--- src/include/synth_regs.svh ---
// Register offsets, field positions, reset values and timing counts of the synthesizer link
`ifndef SYNTH_REGS_SVH
`define SYNTH_REGS_SVH

// Destination addresses in the three low control bits
`define ADDR_RF_INT 3'h0
`define ADDR_RF_RDIV 3'h1
`define ADDR_RF_CTRL 3'h2
`define ADDR_MASTER 3'h3
`define ADDR_IF_FB 3'h4
`define ADDR_IF_RDIV 3'h5
`define ADDR_IF_CTRL 3'h6

// Master register fields
`define MC_XO_DIS 6
`define MC_MUX_HI 10
`define MC_MUX_LO 7

// IF feedback divider fields
`define FB_A_HI 8
`define FB_A_LO 3
`define FB_B_HI 20
`define FB_B_LO 9
`define FB_P_HI 22
`define FB_P_LO 21
`define FB_GAIN 23

// IF reference divider fields
`define RD_R_HI 17
`define RD_R_LO 3
`define RD_DBL 18

// IF control fields
`define IC_CNT_RST 3
`define IC_CP_TRI 4
`define IC_PD 5
`define IC_POL 7
`define IC_CUR_HI 10
`define IC_CUR_LO 8
`define IC_RSY_A 15
`define IC_RSY_B 14
`define IC_RSY_C 11

// Reset values
`define REG_RESET 24'h000000
`define MUX_RESET 4'h0
`define WRITTEN_RESET 7'h00

// Multiplexed output selections
`define MUX_LOCK 4'h1
`define MUX_IF_REF 4'h2
`define MUX_IF_FB 4'h3

// Lock detection
`define LOCK_COUNT 6'h28
`define LOCK_ERR_NS 8'h0F
`define UNLOCK_ERR_NS 8'h1E

// Charge pump
`define CP_CURRENT_MAX 3'h7

// Serial framing and timing
`define SER_BITS 24
`define CLK_MHZ 50
`define SER_HALF_NS 25
`define SER_HALF_CYC ((`SER_HALF_NS * `CLK_MHZ + 999) / 1000)

// Host register offsets on the software bus
`define WB_DATA 4'h0
`define WB_STATUS 4'h4

`endif

--- src/include/synth_pkg.sv ---
// Types shared by both ends of the synthesizer link
package synth_pkg;
    typedef logic [23:0] serial_word_t;
    typedef enum logic [1:0] {H_IDLE, H_LOW, H_HIGH, H_LATCH} host_state_t;
endpackage : synth_pkg

--- src/include/synth_link_if.sv ---
// Three-wire serial write link between host and synthesizer
`timescale 1ns/1ps
interface synth_link_if;
    logic serial_clock;
    logic serial_data;
    logic latch_strobe;
    modport host_end (output serial_clock, output serial_data, output latch_strobe);
    modport device_end (input serial_clock, input serial_data, input latch_strobe);
endinterface : synth_link_if

--- src/design/freq_divider.sv ---
// Programmable tick divider used for reference and feedback counters
`timescale 1ns/1ps
module freq_divider
    import synth_pkg::*;
#(
    parameter int W = 15
)
(
    // Clock and reset
    input wire logic clk_sys,
    input wire logic reset_n,
    // Control
    input wire logic hold,
    input wire logic tick,
    input wire logic [W-1:0] ratio,
    // Divided output
    output logic pulse_ff
);
    logic [W-1:0] count_ff;
    logic [W-1:0] nxt_count;

    // Ratio zero behaves as one, so the divider never stalls
    assign nxt_count = count_ff + {{(W-1){1'b0}}, 1'b1};

    // Count ticks, pulse once per ratio; hold parks it in its load state
    always_ff @(posedge clk_sys)
    begin
        if (!reset_n || hold)
        begin
            count_ff <= '0;
            pulse_ff <= 1'b0;
        end
        else if (tick)
        begin
            if (nxt_count >= ratio)
            begin
                count_ff <= '0;
                pulse_ff <= 1'b1;
            end
            else
            begin
                count_ff <= nxt_count;
                pulse_ff <= 1'b0;
            end
        end
        else
        begin
            pulse_ff <= 1'b0;
        end
    end
endmodule : freq_divider

--- src/design/synth_device.sv ---
// Synthesizer end: serial input, IF registers, counters, lock detect and resync
`timescale 1ns/1ps
`include "synth_regs.svh"
// Function
// - oscillator disable bit turns reference output off
// - master bits ten to seven select output
// - RF or IF control write clears selection
// - lock after 40 cycles under 15 ns
// - lock holds until new channel or 30 ns
// - control bits 100 load IF N divider
// - gain boost forces maximum pump current
// - feedback divides by P times B plus A
// - control bits 101 load IF R divider
// - doubler counts both reference edges
// - reference counter divides 1 to 32767
// - control bits 110 load IF control
// - counter reset bit holds IF counters
// - tri-state bit floats IF charge pump
// - power-down bit stops IF, keeps registers
// - power-down loads counters, floats pump, clears lock
// - bit seven sets phase detector polarity
// - bits eight to ten select pump current
// - resync enabled only by bits 15,14,11
// - resync delayed after channel writes
// - sections stay down until registers written
// - comparison rate is doubled reference over R
// - 24 bits shifted, moved on strobe rise
module synth_device
    import synth_pkg::*;
(
    // Clock and reset
    input wire logic clk_sys,
    input wire logic reset_n,
    // Serial link
    synth_link_if.device_end link,
    // Reference and IF oscillator pins
    input wire logic ref_in,
    input wire logic if_in,
    // Phase detector measurement
    input wire logic pd_cycle,
    input wire logic [7:0] phase_error_ns,
    // Control outputs
    output logic crystal_oscillator_disable_ff,
    output logic multiplexed_output_ff,
    output logic lock_detect_ff,
    output logic if_cp_tristate_ff,
    output logic [2:0] if_cp_current_ff,
    output logic if_pd_polarity_ff,
    output logic if_counter_hold_ff,
    output logic if_powered_ff,
    output logic rf_powered_ff,
    output logic resync_fire_ff,
    // Divided phase detector clocks
    output logic if_pd_ref_pulse,
    output logic if_pd_fb_pulse
);
    // Pins in bit order: serial clock, data, strobe, reference, IF input
    logic [4:0] meta_ff;
    logic [4:0] sync_ff;
    logic [4:0] prev_ff;
    logic [4:0] pins;
    serial_word_t shift_ff;
    serial_word_t master_ff;
    serial_word_t fb_ff;
    serial_word_t rd_ff;
    serial_word_t ic_ff;
    logic [6:0] written_ff;
    logic [3:0] mux_sel_ff;
    logic [5:0] lock_cnt_ff;
    logic [5:0] nxt_lock_cnt;
    logic resync_armed_ff;
    logic [14:0] resync_cnt_ff;
    logic [14:0] nxt_resync_cnt;
    logic sclk_rise;
    logic le_rise;
    logic ref_rise;
    logic ref_edge;
    logic if_rise;
    logic [2:0] addr;
    logic channel_write;
    logic if_off;
    logic if_hold;
    logic resync_en;
    logic [19:0] fb_ratio;
    logic ref_tick;

    assign pins = {if_in, ref_in, link.latch_strobe, link.serial_data, link.serial_clock};

    // Two-stage synchronisers; strobe idles high so it resets high
    always_ff @(posedge clk_sys)
    begin
        if (!reset_n)
        begin
            meta_ff <= 5'h04;
            sync_ff <= 5'h04;
            prev_ff <= 5'h04;
        end
        else
        begin
            meta_ff <= pins;
            sync_ff <= meta_ff;
            prev_ff <= sync_ff;
        end
    end

    // Edge detection on synchronised pins only
    assign sclk_rise = sync_ff[0] && !prev_ff[0];
    assign le_rise = sync_ff[2] && !prev_ff[2];
    assign ref_rise = sync_ff[3] && !prev_ff[3];
    assign ref_edge = sync_ff[3] ^ prev_ff[3];
    assign if_rise = sync_ff[4] && !prev_ff[4];
    assign addr = shift_ff[2:0];
    assign channel_write = le_rise && (addr == `ADDR_RF_INT || addr == `ADDR_RF_RDIV);

    // shift on clock
    // Input register keeps shifting even while powered down
    always_ff @(posedge clk_sys)
    begin
        if (!reset_n)
        begin
            shift_ff <= `REG_RESET;
        end
        else if (sclk_rise)
        begin
            shift_ff <= {shift_ff[`SER_BITS-2:0], sync_ff[1]};
        end
    end

    always_ff @(posedge clk_sys)
    begin
        if (!reset_n)
        begin
            master_ff <= `REG_RESET;
            fb_ff <= `REG_RESET;
            rd_ff <= `REG_RESET;
            ic_ff <= `REG_RESET;
        end
        else if (le_rise)
        begin
            case (addr)
                `ADDR_MASTER: master_ff <= shift_ff;
                `ADDR_IF_FB: fb_ff <= shift_ff;
                `ADDR_IF_RDIV: rd_ff <= shift_ff;
                `ADDR_IF_CTRL: ic_ff <= shift_ff;
                default: master_ff <= master_ff;
            endcase
        end
    end

    // written tracking
    // Cleared only by reset; software power-down leaves it alone
    always_ff @(posedge clk_sys)
    begin
        if (!reset_n)
        begin
            written_ff <= `WRITTEN_RESET;
        end
        else if (le_rise && addr != 3'h7)
        begin
            written_ff[addr] <= 1'b1;
        end
    end

    always_ff @(posedge clk_sys)
    begin
        if (!reset_n)
        begin
            mux_sel_ff <= `MUX_RESET;
        end
        else if (le_rise && addr == `ADDR_MASTER)
        begin
            mux_sel_ff <= shift_ff[`MC_MUX_HI:`MC_MUX_LO];
        end
        else if (le_rise && (addr == `ADDR_RF_CTRL || addr == `ADDR_IF_CTRL))
        begin
            mux_sel_ff <= `MUX_RESET;
        end
    end

    assign if_off = !(&written_ff[6:3]) || ic_ff[`IC_PD];
    assign if_hold = if_off || ic_ff[`IC_CNT_RST];

    assign ref_tick = rd_ff[`RD_DBL] ? ref_edge : ref_rise;

    freq_divider #(.W(15)) u_ref_div (
        .clk_sys(clk_sys),
        .reset_n(reset_n),
        .hold(if_hold),
        .tick(ref_tick),
        .ratio(rd_ff[`RD_R_HI:`RD_R_LO]),
        .pulse_ff(if_pd_ref_pulse)
    );

    // N equals P times B plus A, P being 8, 16, 32 or 64
    assign fb_ratio = 20'((20'(fb_ff[`FB_B_HI:`FB_B_LO]) << (3 + fb_ff[`FB_P_HI:`FB_P_LO]))
        + 20'(fb_ff[`FB_A_HI:`FB_A_LO]));

    freq_divider #(.W(20)) u_fb_div (
        .clk_sys(clk_sys),
        .reset_n(reset_n),
        .hold(if_hold),
        .tick(if_rise),
        .ratio(fb_ratio),
        .pulse_ff(if_pd_fb_pulse)
    );

    assign nxt_lock_cnt = lock_cnt_ff + 6'h01;

    // lock reset
    // Narrow loops may false-lock around a cycle slip; loss of lock is reliable
    always_ff @(posedge clk_sys)
    begin
        if (!reset_n || if_off || channel_write)
        begin
            lock_cnt_ff <= 6'h00;
            lock_detect_ff <= 1'b0;
        end
        else if (pd_cycle)
        begin
            if (phase_error_ns > `UNLOCK_ERR_NS)
            begin
                lock_cnt_ff <= 6'h00;
                lock_detect_ff <= 1'b0;
            end
            else if (phase_error_ns < `LOCK_ERR_NS)
            begin
                if (nxt_lock_cnt >= `LOCK_COUNT)
                begin
                    lock_cnt_ff <= `LOCK_COUNT;
                    lock_detect_ff <= 1'b1;
                end
                else
                begin
                    lock_cnt_ff <= nxt_lock_cnt;
                end
            end
            else
            begin
                lock_cnt_ff <= 6'h00;
            end
        end
    end

    assign resync_en = ic_ff[`IC_RSY_A] && ic_ff[`IC_RSY_B] && ic_ff[`IC_RSY_C];
    assign nxt_resync_cnt = resync_cnt_ff + 15'h0001;

    // delayed resync
    // Delay counts undoubled reference cycles; a new channel write restarts it
    always_ff @(posedge clk_sys)
    begin
        if (!reset_n)
        begin
            resync_armed_ff <= 1'b0;
            resync_cnt_ff <= 15'h0000;
            resync_fire_ff <= 1'b0;
        end
        else if (channel_write && resync_en)
        begin
            resync_armed_ff <= 1'b1;
            resync_cnt_ff <= 15'h0000;
            resync_fire_ff <= 1'b0;
        end
        else if (resync_armed_ff && ref_rise)
        begin
            if (nxt_resync_cnt >= rd_ff[`RD_R_HI:`RD_R_LO])
            begin
                resync_armed_ff <= 1'b0;
                resync_fire_ff <= 1'b1;
            end
            else
            begin
                resync_cnt_ff <= nxt_resync_cnt;
                resync_fire_ff <= 1'b0;
            end
        end
        else
        begin
            resync_fire_ff <= 1'b0;
        end
    end

    // Registered control outputs
    always_ff @(posedge clk_sys)
    begin
        if (!reset_n)
        begin
            crystal_oscillator_disable_ff <= 1'b0;
            if_cp_tristate_ff <= 1'b1;
            if_cp_current_ff <= 3'h0;
            if_pd_polarity_ff <= 1'b0;
            if_counter_hold_ff <= 1'b1;
            if_powered_ff <= 1'b0;
            rf_powered_ff <= 1'b0;
        end
        else
        begin
            crystal_oscillator_disable_ff <= master_ff[`MC_XO_DIS];
            if_cp_tristate_ff <= ic_ff[`IC_CP_TRI] || if_off;
            if_cp_current_ff <= fb_ff[`FB_GAIN] ? `CP_CURRENT_MAX : ic_ff[`IC_CUR_HI:`IC_CUR_LO];
            if_pd_polarity_ff <= ic_ff[`IC_POL];
            if_counter_hold_ff <= if_hold;
            if_powered_ff <= !if_off;
            rf_powered_ff <= &written_ff[3:0];
        end
    end

    always_ff @(posedge clk_sys)
    begin
        if (!reset_n)
        begin
            multiplexed_output_ff <= 1'b0;
        end
        else
        begin
            case (mux_sel_ff)
                `MUX_LOCK: multiplexed_output_ff <= lock_detect_ff;
                `MUX_IF_REF: multiplexed_output_ff <= if_pd_ref_pulse;
                `MUX_IF_FB: multiplexed_output_ff <= if_pd_fb_pulse;
                default: multiplexed_output_ff <= 1'b0;
            endcase
        end
    end
endmodule : synth_device

--- src/flat_wrapper.sv ---
// flat-port wrapper written by rule: the top's interface ports become plain ports
module synth_device_flat import synth_pkg::*;
  (clk_sys, reset_n, ref_in, if_in, pd_cycle, phase_error_ns, crystal_oscillator_disable_ff, multiplexed_output_ff, lock_detect_ff, if_cp_tristate_ff, if_cp_current_ff, if_pd_polarity_ff, if_counter_hold_ff, if_powered_ff, rf_powered_ff, resync_fire_ff, if_pd_ref_pulse, if_pd_fb_pulse, link_serial_clock, link_serial_data, link_latch_strobe);
  synth_link_if link_i ();
  input wire logic clk_sys;
  input wire logic reset_n;
  input wire logic ref_in;
  input wire logic if_in;
  input wire logic pd_cycle;
  input wire logic [7:0] phase_error_ns;
  output logic crystal_oscillator_disable_ff;
  output logic multiplexed_output_ff;
  output logic lock_detect_ff;
  output logic if_cp_tristate_ff;
  output logic [2:0] if_cp_current_ff;
  output logic if_pd_polarity_ff;
  output logic if_counter_hold_ff;
  output logic if_powered_ff;
  output logic rf_powered_ff;
  output logic resync_fire_ff;
  output logic if_pd_ref_pulse;
  output logic if_pd_fb_pulse;
  input wire logic [$bits(link_i.serial_clock)-1:0] link_serial_clock;
  input wire logic [$bits(link_i.serial_data)-1:0] link_serial_data;
  input wire logic [$bits(link_i.latch_strobe)-1:0] link_latch_strobe;
  assign link_i.serial_clock = link_serial_clock;
  assign link_i.serial_data = link_serial_data;
  assign link_i.latch_strobe = link_latch_strobe;
  synth_device u_core (.clk_sys(clk_sys), .reset_n(reset_n), .link(link_i), .ref_in(ref_in), .if_in(if_in), .pd_cycle(pd_cycle), .phase_error_ns(phase_error_ns), .crystal_oscillator_disable_ff(crystal_oscillator_disable_ff), .multiplexed_output_ff(multiplexed_output_ff), .lock_detect_ff(lock_detect_ff), .if_cp_tristate_ff(if_cp_tristate_ff), .if_cp_current_ff(if_cp_current_ff), .if_pd_polarity_ff(if_pd_polarity_ff), .if_counter_hold_ff(if_counter_hold_ff), .if_powered_ff(if_powered_ff), .rf_powered_ff(rf_powered_ff), .resync_fire_ff(resync_fire_ff), .if_pd_ref_pulse(if_pd_ref_pulse), .if_pd_fb_pulse(if_pd_fb_pulse));
endmodule
--- config.mk ---
export PLATFORM = sky130hd
export DESIGN_NAME = synth_device_flat
export DESIGN_NICKNAME = d
export VERILOG_FILES = /design/src/include/synth_pkg.sv /design/src/include/synth_link_if.sv /design/src/design/freq_divider.sv /design/src/design/synth_device.sv /design/src/flat_wrapper.sv
export VERILOG_INCLUDE_DIRS = /design/src /design/src/include
export SDC_FILE = /design/constraint.sdc
export NUM_CORES = 1
export LEC_CHECK = 0
export ABC_CLOCK_PERIOD_IN_PS = 7700
export BUFFER_PORTS_ARGS = -buffer_cell sky130_fd_sc_hd__buf_2
export CORE_MARGIN = 2
export CORE_UTILIZATION = 63
export CTS_BUF_LIST = sky130_fd_sc_hd__clkbuf_16
export DETAILED_ROUTE_END_ITERATION = 10
export GPL_TIMING_DRIVEN = 0
export PLACE_DENSITY_LB_ADDON = 0.3
export SETUP_SLACK_MARGIN = 0.4
export SLEW_MARGIN = 20
export SYNTH_ARGS = -nofsm -noshare
export SYNTH_HDL_FRONTEND = slang
export SYNTH_HIERARCHICAL = 1
export SYNTH_SLANG_ARGS = --single-unit
export TNS_END_PERCENT = 10
--- constraint.sdc ---
create_clock -name clk_sys -period 7.7 [get_ports clk_sys]
set_input_delay 0.385 -clock clk_sys [delete_from_list [all_inputs] [get_ports clk_sys]]
set_output_delay 0.385 -clock clk_sys [all_outputs]
set_load 0.02 [all_outputs]
==> results of run 1 <==
cell families (layout without fill, tap and decap cells):
logic type / count (synthesis) / count (layout) / synth area share, %
xor+xnor: 68 / 68 / 6.20
buf+inv: 119 / 180 / 5.12
mux: 37 / 37 / 4.22
compound gates: 229 / 229 / 16.7
other cells: 1 / 1 / 0.0391
fa+ha+maj: 64 / 64 / 8.42
simple gates: 467 / 467 / 24.2
flops: 168 / 168 / 35.0
worst max-delay path: stages (launching register included):
cell	delay, ps
dfxtp_1	300
buf_4	150
inv_1	90
clkbuf_1	320
ha_1	210
clkbuf_1	310
clkbuf_1	420
clkbuf_1	380
nand2_1	140
nor2b_1	240
ha_1	300
a211oi_1	230
nor2_1	120
o41ai_1	500
inv_1	220
a41o_1	290
o41ai_2	50
inv_1	70
ha_1	310
a21o_1	180
a21o_1	170
a2111o_1	490
nor4_2	900
a21oi_1	170
o21ai_1	150
power breakdown:
| part | leakage (nW) | internal (mW) | switching (mW) |
|---|---|---|---|
| sequential | 1.36 | 0.871 | 0.00106 |
| combinational | 2.25 | 0.0142 | 0.0214 |
| clock | 0.277 | 0.432 | 0.395 |
cells in the mapped netlist, drive strengths merged (8+ instances only):
library cell | instances | area, sq um
dfxtp | 168 | 3360
xor2 | 27 | 236
mux2 | 8 | 90.1
nand4 | 24 | 150
a211oi | 19 | 153
nand2 | 189 | 709
buf | 13 | 92.6
mux2i | 27 | 270
o21ai | 36 | 184
clkbuf | 42 | 159
a21oi | 47 | 235
nand2b | 16 | 100
ha | 63 | 788
nor2 | 57 | 214
a21boi | 62 | 465
nor2b | 25 | 156
and3 | 10 | 65.1
xnor2 | 41 | 359
nor3 | 9 | 50.1
nand3b | 10 | 75.1
and2 | 22 | 140
inv | 63 | 236
or3 | 24 | 150
o21a | 14 | 105
nand3 | 53 | 280
routing by layer:
layer	global-route usage, %	up-vias	wire length, um
met5	0	-	0
met4	8.47	0	379
met3	4.36	36	716
met2	45.7	165	10300
met1	35.1	3802	9970
li1	-	4100	-
metrics by stage:
step / instances / hold WS (ps) / cell area (sq um)
final: 1402 / 141 / 10600
after global routing: 1402 / 117 / 10600
after CTS: 1402 / 130 / 10600
after detailed placement: 1370 / 395 / 9980
after global placement: 1370 / 390 / 9980
after floorplan: 1153 / 386 / 9600
repair_timing:
item                                    in CTS  in global routing
endpoints found under the setup margin       0                  2
setup buffers                                0                  0
hold buffers                                 0                  0
sequential cells by signal (all words and copies together) (netlist names), 3 cells and up:
name / count
u_core/sync_ff: 5
u_core/rd_ff: 16
u_core/mux_sel_ff: 4
u_core/lock_cnt_ff: 6
u_core/resync_cnt_ff: 15
u_core/meta_ff: 5
u_core/written_ff: 7
u_core/ic_ff: 10
u_core/prev_ff: 4
u_core/u_ref_div/count_ff: 15
u_core/fb_ff: 21
u_core/shift_ff: 24
u_core/u_fb_div/count_ff: 20
u_core/if_cp_current_ff: 3
how the worst min path moves through the flow:
stage / from / to / slack [ps] / depth (start not counted)
6_report: link_latch_strobe / u_core/meta_ff[2] / 140 / 2
5_1_grt: link_latch_strobe / u_core/meta_ff[2] / 120 / 2
4_1_cts: link_latch_strobe / u_core/meta_ff[2] / 130 / 2
3_5_place_dp: u_core/meta_ff[2] / u_core/sync_ff[2] / 400 / 1
3_3_place_gp: u_core/meta_ff[2] / u_core/sync_ff[2] / 390 / 1
2_1_floorplan: u_core/meta_ff[2] / u_core/sync_ff[2] / 390 / 1
final cells by class:
cell class / count / share of cell area [%]
Sequential cell: 168 / 31.9
Multi-Input combinational cell: 866 / 54.4
Inverter: 64 / 2.28
Clock buffer: 17 / 4.03
Clock inverter: 15 / 1.43
Tap cell: 188 / 2.23
Buffer: 55 / 2.38
Timing Repair Buffer: 29 / 1.37
==> impl_metrics.py, run 1 <==
metrics = {
    "routing": {
        "drt_pass1_iterations": 5,
        "num_vias": 8103,
        "postRouteAntennaNets": 0,
        "wl_per_cell_um": 15.2,
        "wirelength_um": 21400,
        "drtIter0Drc": 509,
        "via_per_inst": 5.78,
        "drc_errors": 0,
    },
    "clock_network": {
        "cts-htree-levels": 4,
        "cts_tree": "done",
        "clk_latency_ps": 430,
        "cts.sinks": 168,
        "cts.clk_slew.worst_paths_ps": 70,
        "cts_buffers": 17,
        "cts-root-buf": "clkbuf_16",
        "cts_resized": 0,
        "clock_path_buffers": 2,
    },
    "sta": {
        "grt_setup_unrepaired": "true",
        "finalSetupViolations": 0,
        "tns_ps": 0,
        "drv_slew": 0,
        "fin_worst_skew_ps": 10.8,
        "fin_crit_sh_pct": 87.9,
        "tightest_slew_ps": 990,
        "relSlewSlack_pct": 33.4,
        "hold_viol_final": 0,
        "max_freq_ghz": 0.148,
        "fin_ws_ps": 932,
        "fin_crit_ps": 6770,
    },
    "finish": {
        "final_common_cell": "nand2_1",
        "antenna_cells": 0,
        "final_util_pct": 70.2,
        "seq_area_sq_um": 3360,
        "final_cell_mix": "189 x nand2_1, 168 x dfxtp_1, 63 x inv_1, 63 x ha_1, 62 x a21boi_0",
        "syn2layout_area_growth_pct": 9.97,
        "fillers": 1201,
        "fin_nets": 1281,
        "multi_input_area_sq_um": 5750,
        "drive_gt1_share_pct": 8.98,
    },
    "critical_path": {
        "crit_fanout": 10,
        "crit_end": "u_core/u_fb_div/count_ff[6]",
        "cp.arrival_ps": 7130,
        "r2r_start": "u_core/fb_ff[21]",
        "crit_path_start_kind": "register",
        "endpoint_kind": "register",
        "timing.rr.end": "u_core/u_fb_div/count_ff[6]",
        "regToRegSetupSlack_ps": 930,
        "reg2reg_depth": 24,
        "critPathRequiredTime_ps": 8060,
        "worstSetupPathType": "reg -> reg",
        "startpoint": "u_core/fb_ff[21]",
    },
    "global_route": {
        "grt_pass1_wl_um": 35800,
        "antenna_found_initial": 0,
        "track_usage_pct": 26.9,
        "grt_overflow": 0,
        "first_global_vias": 7554,
        "grt_start_max_net_pins": 19,
    },
    "die": {
        "chipWidth_um": 127,
        "initial_core_util_pct": 63.9,
        "core.rowCount": 45,
        "core-area_sq_um": 15000,
        "pin_count": 30,
        "die_h_um": 127,
        "fp.dieArea_sq_um": 16200,
    },
    "yosys": {
        "synth_cell_types": 77,
        "ys_warn_count": 6,
        "synth_cells": 1153,
        "synth.yosys.seq_area_share_pct": 35.0,
        "synth_ff_type": "dfxtp_1",
        "ys_seq_elements": 168,
        "syn_nets": 1233,
        "synth_edf_count": 0,
        "netlist_area_sq_um": 9600,
        "async_reset_ff_share_pct": 0,
        "syn_area_per_cell_sq_um": 8.33,
    },
    "place": {
        "post-place-ws_ps": 1040,
        "gp_congestion": 0.916,
        "post-dp-hpwl_um": 15600,
        "io_buffers": 29,
    },
    "run": {
        "maxCapViolations": 0,
    },
    "pwr": {
        "ir_worst_vdd_mv": 0.186,
        "power_mw": 1.73,
        "p_per_area_nw_per_um2": 164,
        "p_leak_nw": 3.88,
    },
    "outcome": {
        "status": "finished, final reports clean",
    },
    "worst_hold_path": {
        "hold_class": "in -> reg",
    },
}
(Power assumes the default switching activity.)
==> run 2: changes to the inputs <==
--- a/config.mk
+++ b/config.mk
@@ -13,8 +13,10 @@
 export CTS_BUF_LIST = sky130_fd_sc_hd__clkbuf_16
 export DETAILED_ROUTE_END_ITERATION = 10
 export GPL_TIMING_DRIVEN = 0
+export MAX_ROUTING_LAYER = met4
 export PLACE_DENSITY_LB_ADDON = 0.3
 export SETUP_SLACK_MARGIN = 0.4
+export SKIP_LAST_GASP = 1
 export SLEW_MARGIN = 20
 export SYNTH_ARGS = -nofsm -noshare
 export SYNTH_HDL_FRONTEND = slang
==> run 2 against run 1 <==
Effect of this change:
- core utilization did not move
- critical endpoint unchanged
- die area did not move
- setup slack improved by 1.5 ps
- design area did not move
- via count rose by 0.25%
- clock-buffer cell count did not move
- total power barely moved
- largest power group unchanged
- worst hold slack barely moved
- sequential power barely moved
- final cell count did not move
- largest cell class unchanged
- non-clock buffer count did not move
- register-to-register slack barely moved
==> impl_metrics.py, run 2 (synthesis gave the netlist of run 1 again) <==
metrics = {
    "critical_path": {
        "startpoint": "u_core/fb_ff[21]",
        "cp.arrival_ps": 7120,
        "endpoint_kind": "register",
        "crit_fanout": 10,
        "critPathRequiredTime_ps": 8060,
        "reg2reg_depth": 24,
        "r2r_start": "u_core/fb_ff[21]",
        "worstSetupPathType": "reg -> reg",
        "crit_path_start_kind": "register",
    },
    "clock_network": {
        "cts.clk_slew.worst_paths_ps": 70,
        "clock_path_buffers": 2,
        "cts-htree-levels": 4,
        "post_cts_buffers": 0,
        "cts_buffers": 17,
        "cts-root-buf": "clkbuf_16",
        "cts_resized": 0,
        "cts_tree": "done",
        "cts.sinks": 168,
        "clk_latency_ps": 430,
        "cts_hold_buf": 0,
    },
    "global_route": {
        "grt.busiest_layer": "met2",
        "grt_start_max_net_pins": 19,
        "track_usage_pct": 27.7,
        "first_global_vias": 7543,
        "grt_use_met2_pct": 45.6,
        "antenna_found_initial": 0,
        "grt_pass1_wl_um": 35800,
        "met1_usage_pct": 35.2,
        "grt_overflow": 0,
        "met3_usage_pct": 4.86,
    },
    "finish": {
        "reg_top3": "u_core/shift_ff (24), u_core/fb_ff (21), u_core/u_fb_div/count_ff (20)",
        "largest_reg_flops": 24,
        "antenna_cells": 0,
        "final_common_cell": "nand2_1",
        "fin_nets": 1281,
        "final_cell_mix": "189 x nand2_1, 168 x dfxtp_1, 63 x inv_1, 63 x ha_1, 62 x a21boi_0",
        "syn2layout_area_growth_pct": 9.97,
        "drive_gt1_share_pct": 8.98,
        "regMostFlops": "u_core/shift_ff",
    },
    "die": {
        "pin_count": 30,
        "chipWidth_um": 127,
        "die_h_um": 127,
        "core-area_sq_um": 15000,
        "fp.dieArea_sq_um": 16200,
        "initial_core_util_pct": 63.9,
        "core.rowCount": 45,
    },
    "sta": {
        "fin_worst_skew_ps": 12.6,
        "tns_ps": 0,
        "max_freq_ghz": 0.148,
        "tightest_slew_ps": 985,
        "hold_viol_final": 0,
        "relSlewSlack_pct": 33.8,
        "finalSetupViolations": 0,
        "drv_slew": 0,
        "fin_crit_ps": 6770,
        "fin_ws_ps": 934,
        "grt_setup_unrepaired": "true",
        "fin_crit_sh_pct": 87.9,
    },
    "pwr": {
        "p_per_area_nw_per_um2": 164,
        "p_leak_nw": 3.88,
        "ir_worst_vdd_mv": 0.186,
    },
    "run": {
        "maxCapViolations": 0,
    },
    "routing": {
        "via_per_inst": 5.79,
        "drt_pass1_iterations": 5,
        "wirelength_um": 21400,
        "wl_per_cell_um": 15.2,
        "num_vias": 8123,
        "drtIter0Drc": 523,
        "drc_errors": 0,
        "postRouteAntennaNets": 0,
    },
    "worst_hold_path": {
        "whs_path_depth": 2,
        "min-delay-start": "link_latch_strobe",
        "hold_class": "in -> reg",
    },
    "outcome": {
        "status": "finished, final reports clean",
    },
    "place": {
        "post-place-ws_ps": 1040,
        "gp_congestion": 0.932,
        "post-dp-hpwl_um": 15600,
        "io_buffers": 29,
    },
}
-- run 2: cell counts in the layout (fill, tap and decap cells not counted) --
No cell type changed its count.
-- run 2: metrics by stage --
| step | total power, mW | cell area, sq um | cells | util, % | hold slack (ps) |
|---|---|---|---|---|---|
| after floorplan | 0.915 | 9600 | 1153 | - | 386 |
| after global placement | 0.927 | 9980 | 1370 | 66.4 | 390 |
| after detailed placement | 0.928 | 9980 | 1370 | 66.4 | 395 |
| after CTS | 1.74 | 10600 | 1402 | 70.2 | 130 |
| after global routing | 1.79 | 10600 | 1402 | 70.2 | 114 |
| final | 1.74 | 10600 | 1402 | 70.2 | 141 |
-- run 2: final cells by class --
cell class	instances	area (sq um)
clock inverter	15	151
sequential	168	3360
buffer	55	251
tap	188	235
multi-input combinational	866	5750
clock buffer	17	425
fill	1201	4480
timing repair buffer	29	145
inverter	64	240
-- run 2: final timing paths --
check	slack, ps	endpoint
max	930	u_core/u_fb_div/count_ff[6]
min	140	u_core/meta_ff[2]
max reg2reg	930	u_core/u_fb_div/count_ff[6]
min reg2reg	410	u_core/sync_ff[2]
-- run 2: metal layers --
metal	part of all wire, %	vias to the layer above
li1	-	4103
met1	46	3802
met2	48	187
met3	3.8	31
met4	1.5	0
met5	0	-
-- run 2: worst max-delay path: stages (launching register included) --
cell	delay, ps
dfxtp_1	300
buf_4	150
inv_1	90
clkbuf_1	320
ha_1	210
clkbuf_1	310
clkbuf_1	420
clkbuf_1	390
nand2_1	140
nor2b_1	240
ha_1	300
a211oi_1	230
nor2_1	120
o41ai_1	500
inv_1	210
a41o_1	290
o41ai_2	50
inv_1	70
ha_1	310
a21o_1	180
a21o_1	170
a2111o_1	490
nor4_2	890
a21oi_1	170
o21ai_1	150
-- run 2: where the power goes --
| part | switching [mW] | internal (mW) |
|---|---|---|
| combinational | 0.0215 | 0.0142 |
| sequential | 0.00106 | 0.871 |
| clock | 0.395 | 0.432 |
| total | 0.418 | 1.32 |
